==> config.mk <==
export PLATFORM = sky130hd
export DESIGN_NAME = mvi_interpolator
export DESIGN_NICKNAME = d
export VERILOG_FILES = /design/src/design/mvi_pkg.sv /design/src/design/mvi_interpolator.sv
export SDC_FILE = /design/constraint.sdc
export NUM_CORES = 1
export LEC_CHECK = 0
export BUFFER_PORTS_ARGS = -buffer_cell sky130_fd_sc_hd__clkbuf_2
export CORE_MARGIN = 5
export CORE_UTILIZATION = 30
export CTS_CLUSTER_SIZE = 10
export DETAILED_ROUTE_END_ITERATION = 10
export SETUP_SLACK_MARGIN = 0.15
export SKIP_CTS_REPAIR_TIMING = 1
export SLEW_MARGIN = 20
export SYNTH_ARGS = -nofsm -noshare
export SYNTH_HDL_FRONTEND = slang
export SYNTH_SLANG_ARGS = --single-unit
==> constraint.sdc <==
create_clock -name clk -period 9.45 [get_ports clk]
set_clock_uncertainty 0.2 [all_clocks]
set_input_delay 2.835 -clock clk [delete_from_list [all_inputs] [get_ports clk]]
set_output_delay 2.835 -clock clk [all_outputs]
set_load 0.02 [all_outputs]
==> src/design/mvi_pkg.sv <==
package mvi_pkg;
  // Timing of the operating cycle.
  localparam int CLK_MHZ = 100;
  localparam int CYCLE_US = 1024;
  localparam int CYCLE_CLKS = CYCLE_US * CLK_MHZ;
  localparam int SUB_CYCLES = 8;
  localparam int SUB_STEPS = 16;
  // Host bus field positions.
  localparam int BUS_NIB_LSB = 12;
  localparam int BUS_SEL_LSB = 0;
  // Slice codes and sequence landmarks.
  localparam logic [1:0] SLICE_LOW = 2'h0;
  localparam logic [1:0] SLICE_MID = 2'h1;
  localparam logic [1:0] SLICE_HIGH = 2'h2;
  localparam logic [2:0] LAST_SUB = 3'h7;
  localparam logic [3:0] LAST_STEP = 4'hF;
  localparam logic [3:0] X_LOW_STEP = 4'h9;
  localparam logic [3:0] X_HIGH_STEP = 4'hB;
  localparam logic [6:0] QTR_TURN = 7'h20;
  // Reset values.
  localparam logic [3:0] ACC_RST = 4'h0;
  localparam logic [3:0] VEL_RST = 4'h0;
  localparam logic [7:0] DAC_MID = 8'h80;
  // Control store, one word per step: bit 3 write, bit 2 Y axis, bits 1:0 slice.
  localparam logic [15:0][3:0] CTL_STORE = {4'hE, 4'hD, 4'hC, 4'h0, 4'hA, 4'h9, 4'h8,
    4'h0, 4'h0, 4'h0, 4'h0, 4'h0, 4'h0, 4'h0, 4'h0, 4'h0};
  // Quarter-wave sine, amplitude 100, entries 0 to 32.
  localparam logic [32:0][7:0] SINE_QTR = {8'h64, 8'h64, 8'h64, 8'h63, 8'h62, 8'h61,
    8'h60, 8'h5E, 8'h5C, 8'h5A, 8'h58, 8'h56, 8'h53, 8'h50, 8'h4D, 8'h4A, 8'h47, 8'h43,
    8'h3F, 8'h3C, 8'h38, 8'h33, 8'h2F, 8'h2B, 8'h26, 8'h22, 8'h1D, 8'h18, 8'h14, 8'h0F,
    8'h0A, 8'h05, 8'h00};
endpackage : mvi_pkg

==> src/design/mvi_interpolator.sv <==
module mvi_interpolator
  import mvi_pkg::*;
#(
  parameter int CYCLE_CLKS_P = CYCLE_CLKS
) (
  input wire logic clk,
  input wire logic rst_b,
  input wire logic velocity_write_strobe,
  input wire logic [15:0] bus_data,
  input wire logic request_acknowledge,
  output logic irq_request,
  output logic [1:0] lookup_sel,
  output logic [7:0] dac_data,
  output logic harm_sample,
  output logic [3:0] phase_sample,
  output logic ref_low_power
);

  localparam int STEP_CLKS = CYCLE_CLKS_P / (SUB_CYCLES * SUB_STEPS);

  typedef struct packed {
    logic [16:0] div;
    logic [3:0] step;
    logic [2:0] sub;
    logic started;
    logic carry;
    logic [1:0][2:0][3:0] acc;
    logic [3:0][3:0] vel;
    logic irq;
    logic [7:0] dac;
    logic [1:0] sel;
    logic harm;
    logic [3:0] phase;
    logic low_power;
  } mvi_state_s;

  localparam mvi_state_s RST_STATE = '{
    div: '0, step: '0, sub: '0, started: 1'b0, carry: 1'b0,
    acc: {6{ACC_RST}}, vel: {4{VEL_RST}}, irq: 1'b0, dac: DAC_MID,
    sel: 2'h0, harm: 1'b0, phase: 4'h0, low_power: 1'b0};

  // One-hot write enable for the three slices of one accumulator.
  function automatic logic [2:0] slice_dec(input logic [1:0] sl, input logic we);
    logic [2:0] d;
    d = 3'h0;
    if (we) begin
      d[sl] = 1'b1;
    end
    return d;
  endfunction : slice_dec

  // Signed sine of a 7-bit phase, built from the quarter table by symmetry.
  function automatic logic signed [7:0] sine7(input logic [6:0] p);
    logic [5:0] q;
    logic [7:0] mag;
    q = p[5] ? 6'(6'h20 - {1'b0, p[4:0]}) : {1'b0, p[4:0]};
    mag = SINE_QTR[q];
    return p[6] ? -signed'(mag) : signed'(mag);
  endfunction : sine7

  // Offset-binary lookup content for one function select.
  function automatic logic [7:0] rom_byte(input logic [6:0] p, input logic [1:0] fsel);
    logic [6:0] ph;
    logic [6:0] ph3;
    logic signed [7:0] f8;
    logic signed [7:0] h8;
    logic signed [9:0] val;
    ph = fsel[1] ? p : 7'(p + QTR_TURN);
    ph3 = 7'(ph + {ph[5:0], 1'b0});
    f8 = sine7(ph);
    h8 = sine7(ph3);
    val = {{4{h8[7]}}, h8[7:2]};
    if (fsel[0]) begin
      val = val + {{2{f8[7]}}, f8};
    end
    val = val + signed'({2'b00, DAC_MID});
    return val[7:0];
  endfunction : rom_byte

  // One 4-bit lookup half; two of them make up the converter byte.
  function automatic logic [3:0] rom_nib(input logic [6:0] p, input logic [1:0] fsel,
                                        input logic upper);
    logic [7:0] b;
    b = rom_byte(p, fsel);
    return upper ? b[7:4] : b[3:0];
  endfunction : rom_nib

  mvi_state_s s;
  mvi_state_s n;
  logic step_en;
  logic [3:0] ctl;
  logic axis;
  logic [1:0] slice;
  logic carry_in;
  logic [3:0] a_nib;
  logic [3:0] b_nib;
  logic [4:0] sum;
  logic window;
  logic [3:0] load_step;
  logic [1:0] chan;
  logic [6:0] addr;
  logic [2:0] wen;

  // Next-state logic: step divider, serial slice adder, host capture and DAC sequence.
  always_comb begin
    n = s;
    wen = 3'h0;
    step_en = (s.div == 17'(STEP_CLKS - 1));
    ctl = CTL_STORE[s.step];
    axis = ctl[2];
    slice = ctl[1:0];
    // Step 0 recurs every 16 step pulses; carry in is held low there.
    carry_in = (s.step == 4'h0) ? 1'b0 : s.carry;
    a_nib = s.acc[axis][slice];
    unique case (slice)
      SLICE_LOW: b_nib = s.vel[{axis, 1'b0}];
      SLICE_MID: b_nib = s.vel[{axis, 1'b1}];
      default: b_nib = {4{s.vel[{axis, 1'b1}][3]}};
    endcase
    sum = {1'b0, a_nib} + {1'b0, b_nib} + {4'h0, carry_in};
    window = (s.sub == LAST_SUB) && ctl[3] && ctl[2];
    load_step = step_en ? 4'(s.step + 4'h1) : s.step;
    chan = load_step[2:1];
    addr = {s.acc[chan[1]][2][2:0], s.acc[chan[1]][1]};

    // Divider and sequencing counters; eight sub-cycles of 16 steps each.
    if (step_en) begin
      n.div = '0;
      n.step = 4'(s.step + 4'h1);
      if (s.step == LAST_STEP) begin
        n.sub = 3'(s.sub + 3'h1);
      end
    end else if (s.started) begin
      // The start edge keeps the divider at zero so the first step is as long as the others.
      n.div = 17'(s.div + 17'h1);
    end

    // Slice write decode, gated by the step pulse and the control write bit.
    if (step_en) begin
      for (int ax = 0; ax < 2; ax++) begin
        wen = slice_dec(slice, ctl[3] && (axis == ax[0]));
        for (int sl = 0; sl < 3; sl++) begin
          if (wen[sl]) begin
            n.acc[ax][sl] = sum[3:0];
          end
        end
      end
      // Idle steps discard the carry so the Y slot never sees the X carry.
      n.carry = ctl[3] ? sum[4] : 1'b0;
    end

    // Host capture only inside the Y slot of the last sub-cycle.
    if (velocity_write_strobe && window) begin
      n.vel[bus_data[BUS_SEL_LSB +: 2]] = bus_data[BUS_NIB_LSB +: 4];
    end
    n.low_power = (s.vel == '0);

    // Request: cleared by acknowledge, set at each cycle start; the set wins.
    if (request_acknowledge) begin
      n.irq = 1'b0;
    end
    if (!s.started || (step_en && s.step == LAST_STEP && s.sub == LAST_SUB)) begin
      n.irq = 1'b1;
    end
    n.started = 1'b1;

    // Converter sequence in steps 0 to 7: harmonic then fundamental per channel.
    if (step_en || !s.started) begin
      if (!load_step[3]) begin
        n.sel = {chan[0] ^ chan[1], load_step[0]};
        n.harm = !load_step[0];
        n.phase = load_step[0] ? 4'(4'h1 << chan) : 4'h0;
        n.dac = {rom_nib(addr, n.sel, 1'b1), rom_nib(addr, n.sel, 1'b0)};
      end else begin
        n.harm = 1'b0;
        n.phase = 4'h0;
      end
    end
  end

  // State register; reset loads constants only.
  always_ff @(posedge clk or negedge rst_b) begin
    if (!rst_b) begin
      s <= RST_STATE;
    end else begin
      s <= n;
    end
  end

  // All outputs come straight from the state register.
  assign irq_request = s.irq;
  assign lookup_sel = s.sel;
  assign dac_data = s.dac;
  assign harm_sample = s.harm;
  assign phase_sample = s.phase;
  assign ref_low_power = s.low_power;
endmodule : mvi_interpolator

# ---- After elaboration in Yosys (flattened, before gate mapping)
# Memories as Yosys holds them, arrays and structs flattened.
# Index checks and enable logic that the tools add are counted.
dict set report word_totals {
  latchBits 0
  out_inout_bits 17
  ff_bits 83
  memories 3
  romBits 1088
  word_cells 122
  ramBits 0
}
# memory depth width rd rd_ports_with_merged_regs wr line
set mem_list {}
lappend mem_list {{(name not given)} 64 8 1 0 0 mvi_interpolator.sv:57} ;# mag = SINE_QTR[q];
lappend mem_list {{(name not given)} 64 8 1 0 0 mvi_interpolator.sv:57}
lappend mem_list {{(name not given)} 16 4 1 0 0 mvi_interpolator.sv:109} ;# ctl = CTL_STORE[s.step];
dict set report op_classes {
  n_addsub 13
  multipliers 0
  reduce_logical 26
  n_mux 40
  shifts 1
  n_bitwise 3
  order_cmp 11
  div 0
  eq_ne 4
}
# cell count
set op_table {}
lappend op_table {{8-bit 2-to-1 mux} 7}
lappend op_table {{4-bit 2-to-1 mux} 9}
lappend op_table {{17-bit 2-to-1 mux} 2}
lappend op_table {{12-bit 2-to-1 mux} 2}
lappend op_table {{11-bit 2-to-1 mux} 2}
lappend op_table {{17-bit by 1-bit adder with 17-bit output (second input constant)} 1}
lappend op_table {{17-bit by 10-bit == test with 1-bit output (second input constant)} 1}
lappend op_table {{16-bit bitwise mux} 1}
lappend op_table {{16-bit logical NOT} 1}
lappend op_table {{8-bit negator} 2}
lappend op_table {{2-bit AND reduction} 8}
lappend op_table {{6-bit by 7-bit < comparator with 1-bit output (second input constant)} 2}
lappend op_table {{2-bit by 3-bit < comparator with 1-bit output (second input constant)} 4}
lappend op_table {{3-bit 2-to-1 mux} 4}
lappend op_table {{6-bit 2-to-1 mux} 2}
lappend op_table {{6-bit by 5-bit subtractor with 6-bit output (first input constant)} 2}
lappend op_table {{1-bit logical AND} 9}
lappend op_table {{6-bit by 8-bit adder with 8-bit output} 1}
lappend op_table {{8-bit adder (second input constant)} 1}
lappend op_table {{4-bit binary-select mux with 2-bit select} 1}
lappend op_table {{4-bit demux with 2-bit select} 1}
lappend op_table {{4-bit case mux with 2 select lines} 1}
lappend op_table {{7-bit by 6-bit adder with 7-bit output (second input constant)} 1}
lappend op_table {{7-bit adder} 1}
lappend op_table {{22 further kinds} 32}

# ---- Logic depth before layout (Yosys ltp)
# Gate-level depths: netlist (run 1).
dict set report logic_depth {
  ltp_word 18
  mapped_depth 40
}

# ---- Least setup slack after synthesis (run 1)
# OpenSTA, ideal clock, no wires.
dict set report synth_path {
  path_kind {register -> register}
  startpoint {register s[66] (netlist name)}
  endpoint {register s (netlist bit dac_data[7])}
  n_path_buf 3
  path_stages_with_launch 39
  arrival_ns 8.098
  setup_slack_ns 1.080
  setup_ns 0.072
  synth_period_minus_slack_ns 8.370
  cell_sequence {dfrtp_1 > ha_1 > nor4b_2 > nand4_1 > nor4_1 > clkbuf_1 > mux2i_1 > ha_1 > inv_1 > and3_1 > o41ai_1 > and2_1 > clkbuf_1 > inv_1 > ha_1 > clkbuf_1 > xnor2_4 > mux2i_4 > [... 3 more ...] > a21oi_1 > o31a_1 > a211oi_4 > a211o_1 > nand2_1 > ha_1 > a21o_1 > a21o_1 > a21o_1 > a21oi_1 > nor2b_1 > o21ai_0 > nand2b_1 > or3_1 > o21ai_0 > nor3_1 > xnor2_1 > o21ai_1}
}
dict set report synth_via {
  elab_chain_len 18
}
# item line
set synth_lines {}
lappend synth_lines {{start, declared} mvi_interpolator.sv:88} ;# mvi_state_s s;
lappend synth_lines {{start signal, assigned} mvi_interpolator.sv:186} ;# s <= n;
lappend synth_lines {{17-bit by 10-bit == test with 1-bit output (*)} mvi_interpolator.sv:108} ;# step_en = (s.div == 17'(STEP_CLKS - 1));
lappend synth_lines {{4-bit 2-to-1 mux} mvi_interpolator.sv:122} ;# load_step = step_en ? 4'(s.step + 4'h1) : s.step;
lappend synth_lines {{11-bit 2-to-1 mux (not written as such) (2 in a row)} mvi_interpolator.sv:124} ;# addr = {s.acc[chan[1]][2][2:0], s.acc[chan[1]][1]};
lappend synth_lines {{7-bit by 6-bit adder with 7-bit output} mvi_interpolator.sv:68} ;# ph = fsel[1] ? p : 7'(p + QTR_TURN);
lappend synth_lines {{7-bit 2-to-1 mux} mvi_interpolator.sv:68}
lappend synth_lines {{7-bit adder} mvi_interpolator.sv:69} ;# ph3 = 7'(ph + {ph[5:0], 1'b0});
lappend synth_lines {{6-bit by 5-bit subtractor with 6-bit output} mvi_interpolator.sv:56} ;# q = p[5] ? 6'(6'h20 - {1'b0, p[4:0]}) : {1'b0, p[4:0]};
lappend synth_lines {{6-bit 2-to-1 mux} mvi_interpolator.sv:56}
lappend synth_lines {{memory 64 x 8 bit} --}
lappend synth_lines {{8-bit 2-to-1 mux} --}
lappend synth_lines {{8-bit negator} --}
lappend synth_lines {{8-bit 2-to-1 mux} --}
lappend synth_lines {{6-bit by 8-bit adder with 8-bit output} --}
lappend synth_lines {{8-bit 2-to-1 mux (3 in a row)} --}
lappend synth_lines {{8-bit adder} --}
# Every way passes the cells marked *; elsewhere a longest branch is shown, timed or not. The select of a mux whose other input is x is not followed.
# A chain may end at the register's enable or synchronous reset.

# ---- Final worst setup path (run 1)
# Ends and elaborated chain as after synthesis.

==> results of run 1 <==
path summary, 6_finish.rpt:
kind,end,slack [ns],cells after the start
min in group asynchronous,s[17],2.22,1
worst min register to register,dac_data[7],0.28,2
worst min-delay path,dac_data[7],0.28,2
worst max-delay path,dac_data[7],0.80,40
max in group asynchronous,s[43],5.83,2
worst max register to register,dac_data[7],0.80,40
Yosys cell counts (3+ instances only):
cell type / n / area, sq um
nand4b_1: 3 / 26.3
xnor2_1: 36 / 315
o21ai_1: 6 / 30.0
nor4_1: 8 / 50.1
nor2_1: 43 / 161
a221oi_1: 4 / 35.0
or2_2: 4 / 25.0
maj3_1: 3 / 30.0
mux4_2: 8 / 180
mux2i_1: 22 / 220
nor3_1: 15 / 75.1
fa_1: 4 / 80.1
o21bai_1: 3 / 22.5
a21oi_1: 27 / 135
a31o_1: 3 / 26.3
buf_2: 4 / 20.0
or3_1: 6 / 37.5
inv_2: 3 / 11.3
buf_4: 14 / 105
a311o_1: 3 / 30.0
nand3_1: 28 / 140
mux2_2: 26 / 293
o2111ai_1: 3 / 26.3
nand2_1: 93 / 349
and2_1: 4 / 25.0
a211oi_1: 3 / 22.5
o21ai_0: 33 / 165
nand4_1: 8 / 50.1
o31ai_1: 4 / 30.0
o211ai_1: 4 / 30.0
clkbuf_1: 18 / 67.6
nand2b_1: 4 / 25.0
a31oi_1: 8 / 50.1
xor2_1: 14 / 123
a21o_1: 12 / 90.1
nor2b_1: 7 / 43.8
inv_1: 30 / 113
dfrtp_1: 82 / 2050
a211o_1: 3 / 26.3
a22o_1: 4 / 35.0
and3_1: 13 / 81.3
a41o_1: 3 / 30.0
buf_1: 3 / 11.3
ha_1: 42 / 526
cell families (layout without fill, tap and decap cells):
group,Yosys count,count (layout),share of synthesized area [%]
other cells,1,1,0.0564
buf+inv,72,82,4.93
simple gates,254,254,19.0
fa+ha+maj,49,49,9.56
flops,83,83,31.3
mux,59,59,11.1
compound gates,151,151,16.3
xor+xnor,53,53,7.75
power by group through the flow:
stage | clock, W | combinational, W | sequential, W
6_report | 0.000356 | 0.0000542 | 0.000391
3_3_place_gp | 0 | 0.0000547 | 0.000396
2_1_floorplan | 0 | 0.0000385 | 0.000393
3_5_place_dp | 0 | 0.0000549 | 0.000397
5_1_grt | 0.000383 | 0.0000622 | 0.000393
4_1_cts | 0.000370 | 0.0000556 | 0.000390
flip-flops by register name, summed over array words and instances, names as in the netlist:
signal,count
dac_data,8
harm_sample,1
irq_request,1
lookup_sel,2
phase_sample,4
ref_low_power,1
s,66
metal layers:
layer  track usage, %  wire, um  vias to the layer above
li1                 -         -                     2599
met4             2.91       152                        0
met2             19.6      6920                       64
met1             16.1      7290                     2509
met3             2.20       401                       15
met5                0         0                        -
cell type report:
class	instances	area [sq um]	share of cell area [%]
multi-input cells	567	4270	58.4
flip-flops and latches	83	2080	28.4
well taps	280	350	4.79
clock buffers	10	239	3.27
repair buffers	34	193	2.64
inverters	33	124	1.69
clock inverters	5	61.3	0.838
critical path: cells and delay by family (launching register included):
| kind | cells | cell delay (ns) |
|---|---|---|
| XOR/XNOR | 2 | 0.33 |
| adder cells (fa/ha/maj) | 5 | 1.27 |
| buffers and inverters | 4 | 0.75 |
| flip-flops | 1 | 0.41 |
| AO/OA/AOI/OAI | 14 | 2.80 |
| multiplexers | 1 | 0.36 |
| AND/OR/NAND/NOR | 14 | 2.43 |
stage by stage:
step / std cells / cell area, sq um / power [W] / utilization (%)
after global routing: 1012 / 7310 / 0.000838 / 33.5
after global placement: 995 / 6980 / 0.000451 / 32.0
after CTS: 1010 / 7280 / 0.000816 / 33.4
final: 1012 / 7310 / 0.000801 / 33.5
after detailed placement: 995 / 6980 / 0.000452 / 32.0
after floorplan: 722 / 6650 / 0.000432 / -
==> flow_summary.toml, run 1 <==
[synthesis]
ys_async_sr_fraction_pct = 100
ys.flop_type = "dfrtp_1"
yosysWarnings = 0
synth_cells = 722
synth-seq-cells = 83
syn-cell-area_sq_um = 6650
synth.yosys.seq_area_share_pct = 31.3
syn_avg_cell_area_sq_um = 9.21
synth-edff-count = 0
ys_types = 86
syn-num-nets = 788

[status]
status = "complete, no violations"

[grt]
grt_use_total_pct = 11.8
grt_max_degree = 52
grt_first_pass_wirelength_um = 25500
overflow = 0
grt_antenna_before_repair = 0
first_global_vias = 5138

[min_path]
min_path_type = "register to register"
hp-start = "dac_data[7]"

[cts]
cts_tree = "done"
cts.sinks = 83
cts_root_buf = "clkbuf_16"
clkTransAtPathRegs_ns = 0.06
clk_path_buf_depth = 2
cts-buffers-inserted = 9
clk_latency_ns = 0.34
h-tree-depth = 3

[sta]
fin_crit_sh_pct = 91.5
finalHoldViolCount = 0
tns_ns = 0
layout_setup_ws_ns = 0.800
setup_violations = 0
final_max_slew_viol_count = 0
relSlewSlack_pct = 49.8
timing.hold.ws_ns = 0.277
min_period_ns = 8.65
max_freq_ghz = 0.116
rsz0062_at_grt = "false"
tightest_slew_ns = 0.753

[power]
powerDensity_nw_per_um2 = 110
pwr-share-comb_pct = 6.8
p_switching_w = 0.000195
leakage_nw = 3.34
swShare_pct = 24.3
internal-power_w = 0.000607
p_seq_share_pct = 48.8
peakVddDrop_mv = 0.0823
clkPwrFrac_pct = 44.5

[drt]
via_per_inst = 5.13
drt_iter0_markers = 319
drtAntennaViolNets = 0
dr.pass1.iters = 4
drc = 0
wl_per_cell_um = 14.6
wl_um = 14800
vias = 5187

[critical_path]
crit_required_ns = 9.52
r2r_start = "s[66]"
crit_path_end_kind = "register"
path_class = "register to register"
crit_slowest_cell = "dfrtp_1"
arrival_ns = 8.72
startpoint = "s[66]"
cpPeakStageDelay_ns = 0.41
crit_path_start_kind = "register"
crit_fanout = 12

[final_layout]
final_nets = 794
nFillCells = 2244
area_delta_synth_final_pct = 9.99
drive_above_1_share_pct = 16.4
final_cell_mix = "nand2_1 (92), dfrtp_1 (82), nor2_1 (43)"
final_common_cell = "nand2_1"
antenna-diode-count = 0

[die]
die_h_um = 159
dieWidth_um = 159
core.rowCount = 54
initial_core_util_pct = 30.5
core_area_sq_um = 21800
ioPinCount = 37
design.die.area_sq_um = 25200

[job]
maxCapViolations = 0

[placement]
pre_cts_ws_ns = 0.594
numPortBuffers = 26
gp_congestion = 0.825
dpl.hpwl_um = 11100
Power figures use the tool's default switching activity.
==> run 2: changes to the inputs <==
--- a/config.mk
+++ b/config.mk
@@ -5,6 +5,7 @@
 export SDC_FILE = /design/constraint.sdc
 export NUM_CORES = 1
 export LEC_CHECK = 0
+export ABC_AREA = 1
 export BUFFER_PORTS_ARGS = -buffer_cell sky130_fd_sc_hd__clkbuf_2
 export CORE_MARGIN = 5
 export CORE_UTILIZATION = 30
==> run 2 against run 1 <==
Effect of this change: final cell count up 17%; register-to-register slack better by 2.1 ns; total power up 0.73%; critical endpoint unchanged; largest power group unchanged; critical path depth up 1; largest cell class unchanged; first-iteration DRC count up 60%; design area down 2.7%.
==> flow_summary.toml, run 2 <==
[critical_path]
crit_slowest_cell = "o21ai_1"
cpPeakStageDelay_ns = 0.64
crit_path_end_kind = "register"
reg2reg_depth = 41
arrival_ns = 6.59
crit_required_ns = 9.54
path_class = "register to register"
crit_path_start_kind = "register"
cpMostUsedCell = "inv_1"
crit_fanout = 12

[synthesis]
yosysWarnings = 0
ys_async_sr_fraction_pct = 100
syn-num-nets = 959
synth.most_common_cell = "nand2_1"
ys.flop_type = "dfrtp_1"
syn-cell-area_sq_um = 6500
ys_types = 51
synth-seq-cells = 83
synth_common_cells = "nand2_1 (227), inv_1 (98), nand3_1 (90), dfrtp_1 (82), o21ai_0 (73)"
synth.yosys.seq_area_share_pct = 32.0
synth-edff-count = 0
post-synth-top-area-cell = "dfrtp_1"
synth_area_leaders = "dfrtp_1 (32%), nand2_1 (13%), ha_1 (8.1%)"
syn_avg_cell_area_sq_um = 7.28
synth_top_area_share_pct = 31.6
synth_cells = 893

[cts]
h-tree-depth = 3
clkTransAtPathRegs_ns = 0.06
clk_latency_ns = 0.35
cts-buffers-inserted = 9
cts_root_buf = "clkbuf_16"
cts.sinks = 83
clk_path_buf_depth = 2
cts_tree = "done"

[sta]
final_max_slew_viol_count = 0
timing.hold.ws_ns = 0.270
finalHoldViolCount = 0
relSlewSlack_pct = 39.9
layout_setup_ws_ns = 2.95
min_period_ns = 6.50
fin_crit_sh_pct = 68.8
setup_violations = 0
max_freq_ghz = 0.154
tns_ns = 0
rsz0062_at_grt = "false"
tightest_slew_ns = 0.900

[status]
status = "complete, no violations"

[final_layout]
drive_above_1_share_pct = 12.2
final_cell_mix = "nand2_1 (227), inv_1 (98), nand3_1 (90)"
area_delta_synth_final_pct = 9.49
antenna-diode-count = 0
final_common_cell = "nand2_1"
nFillCells = 2233
largest_reg_flops = 66
fin_area_sq_um = 7120
largest-register = "s"
final_nets = 971

[drt]
dr.pass1.iters = 5
via_per_inst = 4.79
drtAntennaViolNets = 0
drt_iter0_markers = 509
vias = 5672
wl_per_cell_um = 12.6
drc = 0
wl_um = 14900

[placement]
dpl.hpwl_um = 11200
gp_congestion = 0.847
pre_cts_ws_ns = 2.95
dpl_cell_area_sq_um = 6810
numPortBuffers = 26

[power]
p_total_w = 0.000807
pwr-share-comb_pct = 6.2
peakVddDrop_mv = 0.0824
internal-power_w = 0.000602
swShare_pct = 25.3
p_switching_w = 0.000204
p_seq_share_pct = 47.4
leakage_nw = 3.47
clkPwrFrac_pct = 46.3
powerDensity_nw_per_um2 = 113

[min_path]
min_path_type = "register to register"
hold_depth = 2

[grt]
grt_use_total_pct = 12.6
first_global_vias = 5261
grt_first_pass_wirelength_um = 25900
overflow = 0
grt_antenna_before_repair = 0
grt_max_degree = 51

[die]
die_h_um = 157
ioPinCount = 37
core_area_sq_um = 21200
design.die.area_sq_um = 24700
core.rowCount = 53
dieWidth_um = 157
initial_core_util_pct = 30.7

[job]
maxCapViolations = 0
run 2: cell count changes after synthesis, sizes merged, moves of 11 or more:
cell    delta
o21ai     +43
a21o      -11
inv       +75
and3      -13
nand2    +165
mux2i     -23
xnor2     -28
clkbuf    -13
nand3     +71
nor2      +23
mux2      -26
run 2: kinds of logic (layout without fill, tap and decap cells):
family,count (synthesis),count (layout),synth area share [%]
and+or+nand+nor,459,459,33.2
AOI/OAI and AO/OA,137,137,12.1
buffers and inverters,137,154,9.18
DFF,83,83,32.0
adders and majority gates,46,46,9.31
xor gates and xnor gates,28,28,3.89
muxes,2,2,0.327
other,1,1,0.0577
run 2: final timing paths:
check,startpoint,to,slack [ns]
max in group asynchronous,rst_b,lookup_sel[0],5.81
max,s[66],dac_data[7],2.95
max reg2reg,s[66],dac_data[7],2.95
min reg2reg,dac_data[7],dac_data[7],0.27
min,dac_data[7],dac_data[7],0.27
min in group asynchronous,rst_b,s[29],2.24
run 2: final cells by class:
| class | instances | area [sq um] | area share [%] |
|---|---|---|---|
| multi-input cells | 673 | 3830 | 53.8 |
| flip-flops and latches | 83 | 2080 | 29.2 |
| inverters | 111 | 419 | 5.89 |
| well taps | 275 | 344 | 4.83 |
| clock buffers | 11 | 243 | 3.41 |
| repair buffers | 27 | 140 | 1.97 |
| clock inverters | 5 | 67.6 | 0.949 |
run 2: stage by stage:
stage | utilization [%] | std cells
6_report | 33.6 | 1185
5_1_grt | 33.6 | 1185
4_1_cts | 33.6 | 1185
3_5_place_dp | 32.2 | 1169
3_3_place_gp | 32.2 | 1169
2_1_floorplan | - | 893
run 2: power by group through the flow:
stage	Sequential [W]	Combinational, W	Clock, W
after global placement	0.000389	0.0000509	0
final	0.000383	0.0000502	0.000374
after CTS	0.000382	0.0000515	0.000380
after detailed placement	0.000389	0.0000513	0
after global routing	0.000384	0.0000598	0.000397
after floorplan	0.000386	0.0000349	0
run 2: critical path: cells and delay by family (launching register included):
family,cells,cell delay [ns]
AND/OR/NAND/NOR,22,2.45
AO/OA/AOI/OAI,5,1.36
adder cells (fa/ha/maj),4,1.08
buffers and inverters,9,0.86
flip-flops,1,0.37
XOR/XNOR,1,0.12
run 2: layer usage:
metal | track usage (%) | share of wire [%]
met1 | 18.6 | 51
met2 | 19.4 | 43
met3 | 1.73 | 4.3
met4 | 3.44 | 1.2
met5 | 0 | 0
